<file path="config.mk">
export PLATFORM = sky130hd
export DESIGN_NAME = mhs_device_flat
export DESIGN_NICKNAME = d
export VERILOG_FILES = /design/src/mhs_link_if.sv /design/src/mhs_device.sv /design/src/flat_wrapper.sv
export VERILOG_INCLUDE_DIRS = /design/src
export SDC_FILE = /design/constraint.sdc
export NUM_CORES = 1
export LEC_CHECK = 0
export BUFFER_PORTS_ARGS = -buffer_cell sky130_fd_sc_hd__clkbuf_2
export CAP_MARGIN = 20
export CELL_PAD_IN_SITES_DETAIL_PLACEMENT = 1
export CELL_PAD_IN_SITES_GLOBAL_PLACEMENT = 1
export CORE_UTILIZATION = 50
export DETAILED_ROUTE_END_ITERATION = 8
export GPL_TIMING_DRIVEN = 0
export PLACE_DENSITY_LB_ADDON = 0.1
export SKIP_CTS_REPAIR_TIMING = 1
export SLEW_MARGIN = 10
export SYNTH_ARGS = -nofsm -noshare
export SYNTH_HDL_FRONTEND = slang
export SYNTH_SLANG_ARGS = --single-unit
</file>
<file path="constraint.sdc">
create_clock -name clk -period 32.2 [get_ports clk]
set_input_delay 9.66 -clock clk [delete_from_list [all_inputs] [get_ports clk]]
set_output_delay 9.66 -clock clk [all_outputs]
set_load 0.005 [all_outputs]
</file>
<file path="src/mhs_defines.svh">
// Shared constants for the meter host serial port ends.
`ifndef MHS_DEFINES_SVH
`define MHS_DEFINES_SVH
// Serial frame layout: 8-bit command byte then one data byte.
`define MHS_CMD_BITS 4'h8
`define MHS_DATA_BITS 4'h8
`define MHS_FRAME_BITS 5'h10
// Bit 7 of the command byte marks a write; low 7 bits address a register.
`define MHS_CMD_WRITE_BIT 7
// Register addresses inside the device.
`define MHS_ADDR_WAVEMODE 7'h01
`define MHS_ADDR_NUM 7'h02
`define MHS_ADDR_DEN 7'h03
`define MHS_ADDR_IRQ_MASK 7'h04
`define MHS_ADDR_IRQ_STATUS 7'h05
`define MHS_ADDR_FILTER 7'h06
// Field positions.
`define MHS_WAVE_VA_SEL_BIT 7
`define MHS_IRQ_ACT_HALF_BIT 0
`define MHS_IRQ_APP_HALF_BIT 1
`define MHS_IRQ_WAVE_BIT 2
`define MHS_FILTER_EN_BIT 0
// Reset values.
`define MHS_RESET_NUM 8'h00
`define MHS_RESET_DEN 8'h00
`define MHS_RESET_MASK 8'h00
`define MHS_RESET_WAVE 8'h00
`define MHS_RESET_FILTER 8'h01
// Master clock in kHz and sample rate in samples per second.
`define MHS_CLK_KHZ 125000
`define MHS_WAVE_SPS 26000
// Cycles between waveform samples, rounded down (shortest interval).
`define MHS_WAVE_CYCLES ((`MHS_CLK_KHZ * 1000) / `MHS_WAVE_SPS)
// Host serial clock half period in master clocks.
`define MHS_HOST_HALF 10
`endif

</file>
<file path="src/mhs_link_if.sv">
// Pin-level link between the meter device and its host.
`timescale 1ns/1ps
interface mhs_link_if;
   logic select_n; // Active-low select from host.
   logic sclk; // Serial clock from host.
   logic din; // Host to device data.
   logic dout_o; // Device data out value.
   logic dout_oe; // Device drives data out while high.
   logic irq_n_o; // Device interrupt output value (always low).
   logic irq_n_oe; // Device pulls interrupt low while high.
   // Resolved wire levels; interrupt line has a pull-up.
   wire dout_bus = dout_oe ? dout_o : 1'b1;
   wire irq_n_bus = irq_n_oe ? irq_n_o : 1'b1;
   modport device (input select_n, input sclk, input din, output dout_o, output dout_oe,
      output irq_n_o, output irq_n_oe);
   modport host (output select_n, output sclk, output din, input dout_bus, input irq_n_bus);
endinterface

</file>
<file path="src/mhs_device.sv">
// Meter device end: serial slave, control registers, interrupt and frequency output.
//
// Operation
// - Cal output carries reactive or apparent power.
// - Numerator and denominator scale cal output frequency.
// - Interrupt line only pulled low, open drain.
// - Maskable interrupts: active, apparent half, waveform.
// - Host supplies the master clock externally.
// - Device transfers only while selected.
// - Input data captured on serial clock fall.
// - Output data launched on serial clock rise.
// - Data out undriven except during read data.
// - Serial bits move only on serial clock.
// - Enabled high-pass filter removes current offset.
`timescale 1ns/1ps
`include "mhs_defines.svh"
module mhs_device #(
   parameter int SAMPLE_W = 16,
   parameter int WAVE_CYCLES = `MHS_WAVE_CYCLES
) (
   input wire logic clk,
   input wire logic reset,
   mhs_link_if.device link,
   input wire logic signed [SAMPLE_W-1:0] current_sample,
   input wire logic [SAMPLE_W-1:0] reactive_power,
   input wire logic [SAMPLE_W-1:0] apparent_power,
   input wire logic active_half_event,
   input wire logic apparent_half_event,
   output logic reactive_cal_freq_out,
   output logic signed [SAMPLE_W-1:0] filtered_current
);
   // Two-stage synchronisers for the host pins.
   logic [1:0] cs_sync_reg;
   logic [1:0] sclk_sync_reg;
   logic [1:0] din_sync_reg;
   logic sclk_last_reg; // Previous synchronised serial clock.
   always_ff @(posedge clk or posedge reset) begin
      if (reset) begin
         cs_sync_reg <= 2'h3;
         // Serial clock idles high, so reset to that level to avoid a false rise.
         sclk_sync_reg <= 2'h3;
         din_sync_reg <= 2'h0;
         sclk_last_reg <= 1'b1;
      end else begin
         cs_sync_reg <= {cs_sync_reg[0], link.select_n};
         sclk_sync_reg <= {sclk_sync_reg[0], link.sclk};
         din_sync_reg <= {din_sync_reg[0], link.din};
         sclk_last_reg <= sclk_sync_reg[1];
      end
   end
   // Edge decode is gated by select; apart from the deselect abort, nothing moves without a serial clock edge.
   wire selected = ~cs_sync_reg[1];
   wire sclk_fall = selected & sclk_last_reg & ~sclk_sync_reg[1];
   wire sclk_rise = selected & ~sclk_last_reg & sclk_sync_reg[1];

   // Frame state.
   logic [4:0] bit_cnt_reg; // Bits captured so far in the frame.
   logic [7:0] cmd_reg; // Captured command byte.
   logic [7:0] shift_in_reg; // Incoming data shifter.
   logic [7:0] shift_out_reg; // Outgoing read data shifter.
   logic dout_reg; // Current data out value.
   logic dout_en_reg; // Data out enable.
   logic [7:0] wave_mode_reg; // Waveform mode register.
   logic [7:0] num_reg; // Frequency numerator.
   logic [7:0] den_reg; // Frequency denominator.
   logic [7:0] mask_reg; // Interrupt mask.
   logic [7:0] status_reg; // Sticky interrupt status.
   logic [7:0] filter_reg; // Filter enable register.
   logic wave_tick_reg; // Waveform sample available pulse.

   // Decoded command fields and the byte that completes at this fall.
   wire cmd_done = sclk_fall & (bit_cnt_reg == {1'b0, `MHS_CMD_BITS} - 5'h1);
   wire data_done = sclk_fall & (bit_cnt_reg == `MHS_FRAME_BITS - 5'h1);
   wire [7:0] in_byte = {shift_in_reg[6:0], din_sync_reg[1]};
   wire is_write = cmd_reg[`MHS_CMD_WRITE_BIT];
   wire [6:0] addr = cmd_reg[6:0];
   wire wr_en = data_done & is_write;
   wire rd_clear = data_done & ~is_write & (addr == `MHS_ADDR_IRQ_STATUS);
   // Read multiplexer for the addressed register.
   wire [7:0] rd_data =
      (in_byte[6:0] == `MHS_ADDR_WAVEMODE) ? wave_mode_reg :
      (in_byte[6:0] == `MHS_ADDR_NUM) ? num_reg :
      (in_byte[6:0] == `MHS_ADDR_DEN) ? den_reg :
      (in_byte[6:0] == `MHS_ADDR_IRQ_MASK) ? mask_reg :
      (in_byte[6:0] == `MHS_ADDR_IRQ_STATUS) ? status_reg :
      (in_byte[6:0] == `MHS_ADDR_FILTER) ? filter_reg : 8'h00;

   // Serial shifter: capture on fall, launch on rise, abort when deselected.
   always_ff @(posedge clk or posedge reset) begin
      if (reset) begin
         bit_cnt_reg <= 5'h00;
         cmd_reg <= 8'h00;
         shift_in_reg <= 8'h00;
         shift_out_reg <= 8'h00;
         dout_reg <= 1'b0;
         dout_en_reg <= 1'b0;
      end else if (!selected) begin
         bit_cnt_reg <= 5'h00;
         dout_en_reg <= 1'b0;
      end else begin
         if (sclk_fall) begin
            shift_in_reg <= in_byte;
            bit_cnt_reg <= data_done ? 5'h00 : bit_cnt_reg + 5'h01;
            if (cmd_done) begin
               cmd_reg <= in_byte;
               shift_out_reg <= rd_data;
            end
            if (data_done) begin
               dout_en_reg <= 1'b0;
            end
         end
         if (sclk_rise && bit_cnt_reg >= {1'b0, `MHS_CMD_BITS} && !is_write) begin
            dout_reg <= shift_out_reg[7];
            shift_out_reg <= {shift_out_reg[6:0], 1'b0};
            dout_en_reg <= 1'b1;
         end
      end
   end
   assign link.dout_o = dout_reg;
   assign link.dout_oe = dout_en_reg;

   // Control registers written by the host.
   always_ff @(posedge clk or posedge reset) begin
      if (reset) begin
         wave_mode_reg <= `MHS_RESET_WAVE;
         num_reg <= `MHS_RESET_NUM;
         den_reg <= `MHS_RESET_DEN;
         mask_reg <= `MHS_RESET_MASK;
         filter_reg <= `MHS_RESET_FILTER;
      end else if (wr_en) begin
         if (addr == `MHS_ADDR_WAVEMODE) wave_mode_reg <= in_byte;
         if (addr == `MHS_ADDR_NUM) num_reg <= in_byte;
         if (addr == `MHS_ADDR_DEN) den_reg <= in_byte;
         if (addr == `MHS_ADDR_IRQ_MASK) mask_reg <= in_byte;
         if (addr == `MHS_ADDR_FILTER) filter_reg <= in_byte;
      end
   end

   // Waveform sample tick at the sample rate.
   logic [$clog2(WAVE_CYCLES+1)-1:0] wave_cnt_reg;
   always_ff @(posedge clk or posedge reset) begin
      if (reset) begin
         wave_cnt_reg <= '0;
         wave_tick_reg <= 1'b0;
      end else begin
         wave_tick_reg <= (wave_cnt_reg == '0);
         wave_cnt_reg <= (wave_cnt_reg == '0) ? ($clog2(WAVE_CYCLES+1))'(WAVE_CYCLES - 1) : wave_cnt_reg - 1'b1;
      end
   end

   // Sticky interrupt status; a new event wins over a read clear.
   wire [7:0] events = {5'h00, wave_tick_reg, apparent_half_event, active_half_event};
   always_ff @(posedge clk or posedge reset) begin
      if (reset) begin
         status_reg <= 8'h00;
      end else begin
         status_reg <= (rd_clear ? 8'h00 : status_reg) | events;
      end
   end
   // Open-drain interrupt: value fixed low, only the enable moves.
   logic irq_oe_reg;
   always_ff @(posedge clk or posedge reset) begin
      if (reset) begin
         irq_oe_reg <= 1'b0;
      end else begin
         irq_oe_reg <= |(status_reg & mask_reg);
      end
   end
   assign link.irq_n_o = 1'b0;
   assign link.irq_n_oe = irq_oe_reg;

   // Calibration frequency: pick power, accumulate scaled by (num+1)/(den+1).
   wire [SAMPLE_W-1:0] cal_power = wave_mode_reg[`MHS_WAVE_VA_SEL_BIT] ? apparent_power : reactive_power;
   wire [SAMPLE_W+7:0] cal_step = cal_power * ({1'b0, num_reg} + 9'h001);
   // Limit is (den+1) shifted up by SAMPLE_W+8; one extra bit keeps the largest denominator from wrapping to zero.
   wire [SAMPLE_W+16:0] cal_limit = {({1'b0, den_reg} + 9'h001), {(SAMPLE_W+8){1'b0}}};
   logic [SAMPLE_W+16:0] cal_acc_reg;
   wire [SAMPLE_W+16:0] cal_sum = cal_acc_reg + {9'h000, cal_step};
   wire cal_wrap = (cal_sum >= cal_limit);
   always_ff @(posedge clk or posedge reset) begin
      if (reset) begin
         cal_acc_reg <= '0;
         reactive_cal_freq_out <= 1'b0;
      end else begin
         cal_acc_reg <= cal_wrap ? cal_sum - cal_limit : cal_sum;
         if (cal_wrap) reactive_cal_freq_out <= ~reactive_cal_freq_out;
      end
   end

   // High-pass filter: subtract a slowly tracking offset estimate.
   logic signed [SAMPLE_W+7:0] offset_reg;
   wire signed [SAMPLE_W-1:0] offset_est = offset_reg[SAMPLE_W+7:8];
   wire signed [SAMPLE_W-1:0] hp_out = current_sample - offset_est;
   always_ff @(posedge clk or posedge reset) begin
      if (reset) begin
         offset_reg <= '0;
         filtered_current <= '0;
      end else if (filter_reg[`MHS_FILTER_EN_BIT]) begin
         offset_reg <= offset_reg + (SAMPLE_W+8)'(hp_out);
         filtered_current <= hp_out;
      end else begin
         offset_reg <= '0;
         filtered_current <= current_sample;
      end
   end
endmodule

</file>
<file path="src/flat_wrapper.sv">
// flat-port wrapper written by rule: the top's interface ports become plain ports
module mhs_device_flat 
#(
   parameter int SAMPLE_W = 16,
   parameter int WAVE_CYCLES = `MHS_WAVE_CYCLES
)
  (clk, reset, current_sample, reactive_power, apparent_power, active_half_event, apparent_half_event, reactive_cal_freq_out, filtered_current, link_select_n, link_sclk, link_din, link_dout_o, link_dout_oe, link_irq_n_o, link_irq_n_oe);
  mhs_link_if link_i ();
  input wire logic clk;
  input wire logic reset;
  input wire logic signed [SAMPLE_W-1:0] current_sample;
  input wire logic [SAMPLE_W-1:0] reactive_power;
  input wire logic [SAMPLE_W-1:0] apparent_power;
  input wire logic active_half_event;
  input wire logic apparent_half_event;
  output logic reactive_cal_freq_out;
  output logic signed [SAMPLE_W-1:0] filtered_current;
  input wire logic [$bits(link_i.select_n)-1:0] link_select_n;
  input wire logic [$bits(link_i.sclk)-1:0] link_sclk;
  input wire logic [$bits(link_i.din)-1:0] link_din;
  output wire logic [$bits(link_i.dout_o)-1:0] link_dout_o;
  output wire logic [$bits(link_i.dout_oe)-1:0] link_dout_oe;
  output wire logic [$bits(link_i.irq_n_o)-1:0] link_irq_n_o;
  output wire logic [$bits(link_i.irq_n_oe)-1:0] link_irq_n_oe;
  assign link_i.select_n = link_select_n;
  assign link_i.sclk = link_sclk;
  assign link_i.din = link_din;
  assign link_dout_o = link_i.dout_o;
  assign link_dout_oe = link_i.dout_oe;
  assign link_irq_n_o = link_i.irq_n_o;
  assign link_irq_n_oe = link_i.irq_n_oe;
  mhs_device #(.SAMPLE_W(SAMPLE_W), .WAVE_CYCLES(WAVE_CYCLES)) u_core (.clk(clk), .reset(reset), .link(link_i), .current_sample(current_sample), .reactive_power(reactive_power), .apparent_power(apparent_power), .active_half_event(active_half_event), .apparent_half_event(apparent_half_event), .reactive_cal_freq_out(reactive_cal_freq_out), .filtered_current(filtered_current));
endmodule
</file>
==> results by stage <==
Clocking:
- Counting the buffers created by CTS gives 17.
- The cell sitting at the root of the clock tree is a sky130_fd_sc_hd__clkbuf_16.
- The clock sink count is 169.
- The H-tree depth reported by CTS is 4.
- The clock tree from TritonCTS is built.
- The clock-pin slew on the worst setup and hold paths is roughly 0.070 ns.
- At the later pin of the worst-skew pair, clock insertion delay measures 0.46 ns.
- The worst-case clock buffer depth is 2.

Place:
- The number of placed instances with taps included is between 2000 and 2500.
- Routability-driven placement finished with a final weighted congestion of 0.8693.
- Once placement finished, the instance area stood at 15500 um^2.
- The detailed-placement wirelength estimate is approximately 30000 um.
- The count of input and output buffers is 74.

STA:
- Setup violations remaining at the end of the flow were counted as 0.
- The number of slew-limit violations in the final report was 0.
- The portion of the clock cycle consumed by the worst path in the final layout is 0.6393.
- Timing would allow up to 48.58 MHz.
- Measured against its own limit, the worst slew margin works out to 0.2550.
- The hold violation count in the final report came to 0.
- Setup total negative slack on the finished layout was measured at 0 ns.
- Setup repair after global routing left no endpoint under its margin.
- The final setup skew is ~0.014 ns.
- For the pin with the worst max-slew slack, the measured transition is 1.086 ns.
- The shortest period the worst path allows is 20.59 ns.

Critical path:
- The cell depth of the worst flop-to-flop path is 39.
- In this run the worst setup path terminates at u_core.cal_acc_reg[29].
- The endpoint identified for the worst register-to-register timing path is u_core.cal_acc_reg[29].
- In this design, the stage delay of the slowest critical-path cell is 0.84 ns.
- The path length in cells of the critical path is 38.
- Across all register-to-register paths, the minimum setup slack is 19.54 ns.
- The launch point of the worst path is apparent_power[7].
- The cell with the largest stage delay on the worst path is sky130_fd_sc_hd__mux2i_1.
- In this design, the critical path's most frequently occurring cell is sky130_fd_sc_hd__fa_1.
- Among cell families on the critical path, the largest total delay comes from adder cells.
- The worst register-to-register path begins at u_core.wave_mode_reg[7].
- The number of buffers and inverters on the critical path is 4.
- The kind of capture point of the worst setup path is a flip-flop.
- Along the worst path, the maximum fanout reaches 10.
- At the worst endpoint, the arrival time is roughly 21 ns.
- By startpoint and endpoint, the worst setup path is classified as primary input to flip-flop.
- At the worst endpoint, the required time is 32.53 ns.
- The startpoint class of the critical path is a primary input.

Synth:
- The synthesized net count is 1843.
- The post-synthesis share of cell area spent on full adders, half adders and majority gates is 0.2409.
- The count of warnings emitted by yosys is 0.
- Among all flip-flop cells after synthesis, the most frequent one is sky130_fd_sc_hd__dfrtp_1.
- Counting flops with a built-in enable in the synthesized netlist gives 0.
- The average cell area after synthesis is between 9 and 10 um^2.
- Summed over all instances, the cell type with the most area after synthesis is sky130_fd_sc_hd__dfrtp_1.
- The commonest cells after synthesis are sky130_fd_sc_hd__inv_1 (189), sky130_fd_sc_hd__nor2_1 (178), sky130_fd_sc_hd__dfrtp_1 (163).
- The cell count after synthesis is 1568.
- The xor/xnor share of the synthesized area is 0.06656.
- The complex-gate fraction of the synthesized area is 0.1097.
- By area, the combinational part of the netlist is dominated by adder cells.
- Counting flops and latches in the post-synthesis netlist gives 169.
- After synthesis the cells add up to 14610 um^2.
- The unique cell type count in the Yosys netlist is 80.
- Yosys attributes the largest share of cell area to sky130_fd_sc_hd__dfrtp_1 (28%), sky130_fd_sc_hd__fa_1 (14%), sky130_fd_sc_hd__ha_1 (10%).
- The share of synthesized registers carrying an async set or reset is 1.000.
- Of the total synthesized cell area, the portion taken by AND, OR, NAND and NOR gates is 0.1581.
- The most common cell in the synthesized netlist is sky130_fd_sc_hd__inv_1.
- The share of cell area taken by muxes after synthesis is 0.07350.
- For this run, the register share of the synthesized area comes to 0.2901.
- The share of synthesized area in the top cell type comes to 0.2793.

Route:
- The post-detailed-route count of antenna-violating nets is 0.
- The first TritonRoute pass finished after 5 iterations.
- The via density per instance is 5.522.
- Dividing the detail-routed wire length by the instance count gives about 18 um.
- The detailed router finished its first iteration with between 500 and 600 violations.
- The final routed wirelength across all metal layers is around 38000 um.
- After detailed routing, the number of remaining DRC violations is 0.
- The via count is 11370.

Worst hold path:
- The startpoint identified for the worst hold timing path is u_core.cs_sync_reg[0].
- The class of the worst hold path is flip-flop to flip-flop.

Power:
- Across the VDD grid, the largest voltage drop is about 0.040 mV.
- The total leakage power is 7.894 nW.
- Dividing total power by cell area gives a power density of roughly 46 nW/um^2.

GRT:
- The global routing stage identified its most utilized layer as met2.
- The overflow left after global routing is 0.
- The global routing usage summed across all routing layers is 0.2677.
- The number of antenna violations at the first check in global routing was 0.
- The met2 capacity usage during global routing is 0.4703.
- The via count of the first global-routing pass is 12760.
- For met3 alone, demand over resource in global routing was 0.03012.
- The first global-routing pass estimated 64090 um of wire.
- In the global route stage, met1 resource usage came out at 0.3473.
- The maximum number of pins on one net before global-route repair is between 80 and 90.

Cells and area:
- The multi-input combinational cell area is 9484 um^2.
- The net count of the finished layout is 1937.
- The flip-flop count of the largest register after layout is 33.
- Registers take 4237 um^2.
- The layout has 3336 filler cells.
- Once layout is done, the placed cells without fillers occupy approximately 16000 um^2.
- The number of antenna diodes in the final layout is 0.
- The count of placed standard cells in the final layout, fillers left out is approximately 2100.
- Compared with the post-synthesis result, the final layout area differs by 10.24%.
- The proportion of layout cells with a drive suffix above 1 is 0.1301.

Die:
- The number of ports placed on the die boundary is 76.
- The area enclosed by the die boundary is 29900 um^2.
- The height of the chip is approximately 170 um.
- The initial standard-cell utilization of the core is 0.5088.
- The count of standard-cell rows is 62.
- The die width is 172.9 um.
- The core region area is 28700 um^2.

Run status:
- The flow ran to the end, and the final reports show no timing, DRC or antenna violations.

Run:
- The number of max-cap violations is 0.
==> through the flow <==
step	worst slack, ns	utilization	hold WS (ns)	power (mW)
4_1_cts	11.67	0.5609	0.3594	0.7509
3_3_place_gp	11.37	0.5385	0.3369	0.5197
3_5_place_dp	11.26	0.5399	0.3479	0.5338
2_1_floorplan	13.54	-	0.3312	0.4643
5_1_grt	11.08	0.5609	0.3651	0.7937
6_report	11.62	0.5609	0.3572	0.7466
==> cell type report <==
class / count / share of cell area
Tap cell: 384 / 0.02984
Clock inverter: 14 / 0.01080
Buffer: 44 / 0.01104
Inverter: 190 / 0.04476
Sequential cell: 169 / 0.2631
Timing Repair Buffer: 75 / 0.02471
Multi-Input combinational cell: 1165 / 0.5891
Clock buffer: 18 / 0.02666
==> worst min path at each step <==
stage	end	depth (start not counted)
final	u_core.cs_sync_reg[1]	0
after global routing	u_core.cs_sync_reg[1]	0
after CTS	u_core.sclk_sync_reg[1]	0
after detailed placement	u_core.sclk_sync_reg[1]	0
after global placement	u_core.din_sync_reg[1]	0
after floorplan	u_core.din_sync_reg[1]	0
==> logic make-up after synthesis <==
| logic type | count (synthesis) |
|---|---|
| adders and majority gates | 220 |
| DFF | 169 |
| and+or+nand+nor | 493 |
| other | 1 |
| buffers and inverters | 234 |
| muxes | 99 |
| xor gates and xnor gates | 111 |
| AOI/OAI and AO/OA | 241 |
==> metal layers <==
| layer | wire length [um] | part of all wire |
|---|---|---|
| met1 | 17220 | 0.45 |
| met4 | 725 | 0.019 |
| met3 | 806 | 0.021 |
| met5 | 0 | 0 |
| met2 | 19230 | 0.51 |
==> power breakdown <==
| group | total, mW | switching, mW | internal [mW] |
|---|---|---|---|
| logic | 0.279 | 0.163 | 0.117 |
| clock network | 0.214 | 0.102 | 0.112 |
| registers | 0.253 | 0.0133 | 0.240 |
==> cells in the final DEF (no fill, tap or decap), types with 5 or more instances in the layout <==
cell type,instances
sky130_fd_sc_hd__or3_1,6
sky130_fd_sc_hd__a21oi_1,74
sky130_fd_sc_hd__o22ai_1,6
sky130_fd_sc_hd__inv_6,5
sky130_fd_sc_hd__o31ai_1,6
sky130_fd_sc_hd__or4_1,5
sky130_fd_sc_hd__o21bai_1,15
sky130_fd_sc_hd__nand3_1,24
sky130_fd_sc_hd__a22oi_1,7
sky130_fd_sc_hd__mux2i_1,33
sky130_fd_sc_hd__and2_1,8
sky130_fd_sc_hd__and3_1,8
sky130_fd_sc_hd__nand2_1,132
sky130_fd_sc_hd__or2_2,14
sky130_fd_sc_hd__nor2b_1,11
sky130_fd_sc_hd__nor2_1,178
sky130_fd_sc_hd__o21a_1,12
sky130_fd_sc_hd__clkbuf_1,41
sky130_fd_sc_hd__ha_1,118
sky130_fd_sc_hd__a31oi_1,5
sky130_fd_sc_hd__inv_1,188
sky130_fd_sc_hd__a21o_1,30
sky130_fd_sc_hd__dfstp_2,6
sky130_fd_sc_hd__nand2b_1,33
sky130_fd_sc_hd__o21ai_0,38
sky130_fd_sc_hd__a211oi_1,5
sky130_fd_sc_hd__xnor2_1,65
sky130_fd_sc_hd__inv_8,7
sky130_fd_sc_hd__mux2_2,66
sky130_fd_sc_hd__fa_1,102
sky130_fd_sc_hd__clkbuf_16,17
sky130_fd_sc_hd__xor2_1,46
sky130_fd_sc_hd__dfrtp_1,163
sky130_fd_sc_hd__nand4_1,9
sky130_fd_sc_hd__nand3b_1,7
sky130_fd_sc_hd__nor3_1,33
sky130_fd_sc_hd__clkbuf_2,74
(Power assumes the default switching activity.)
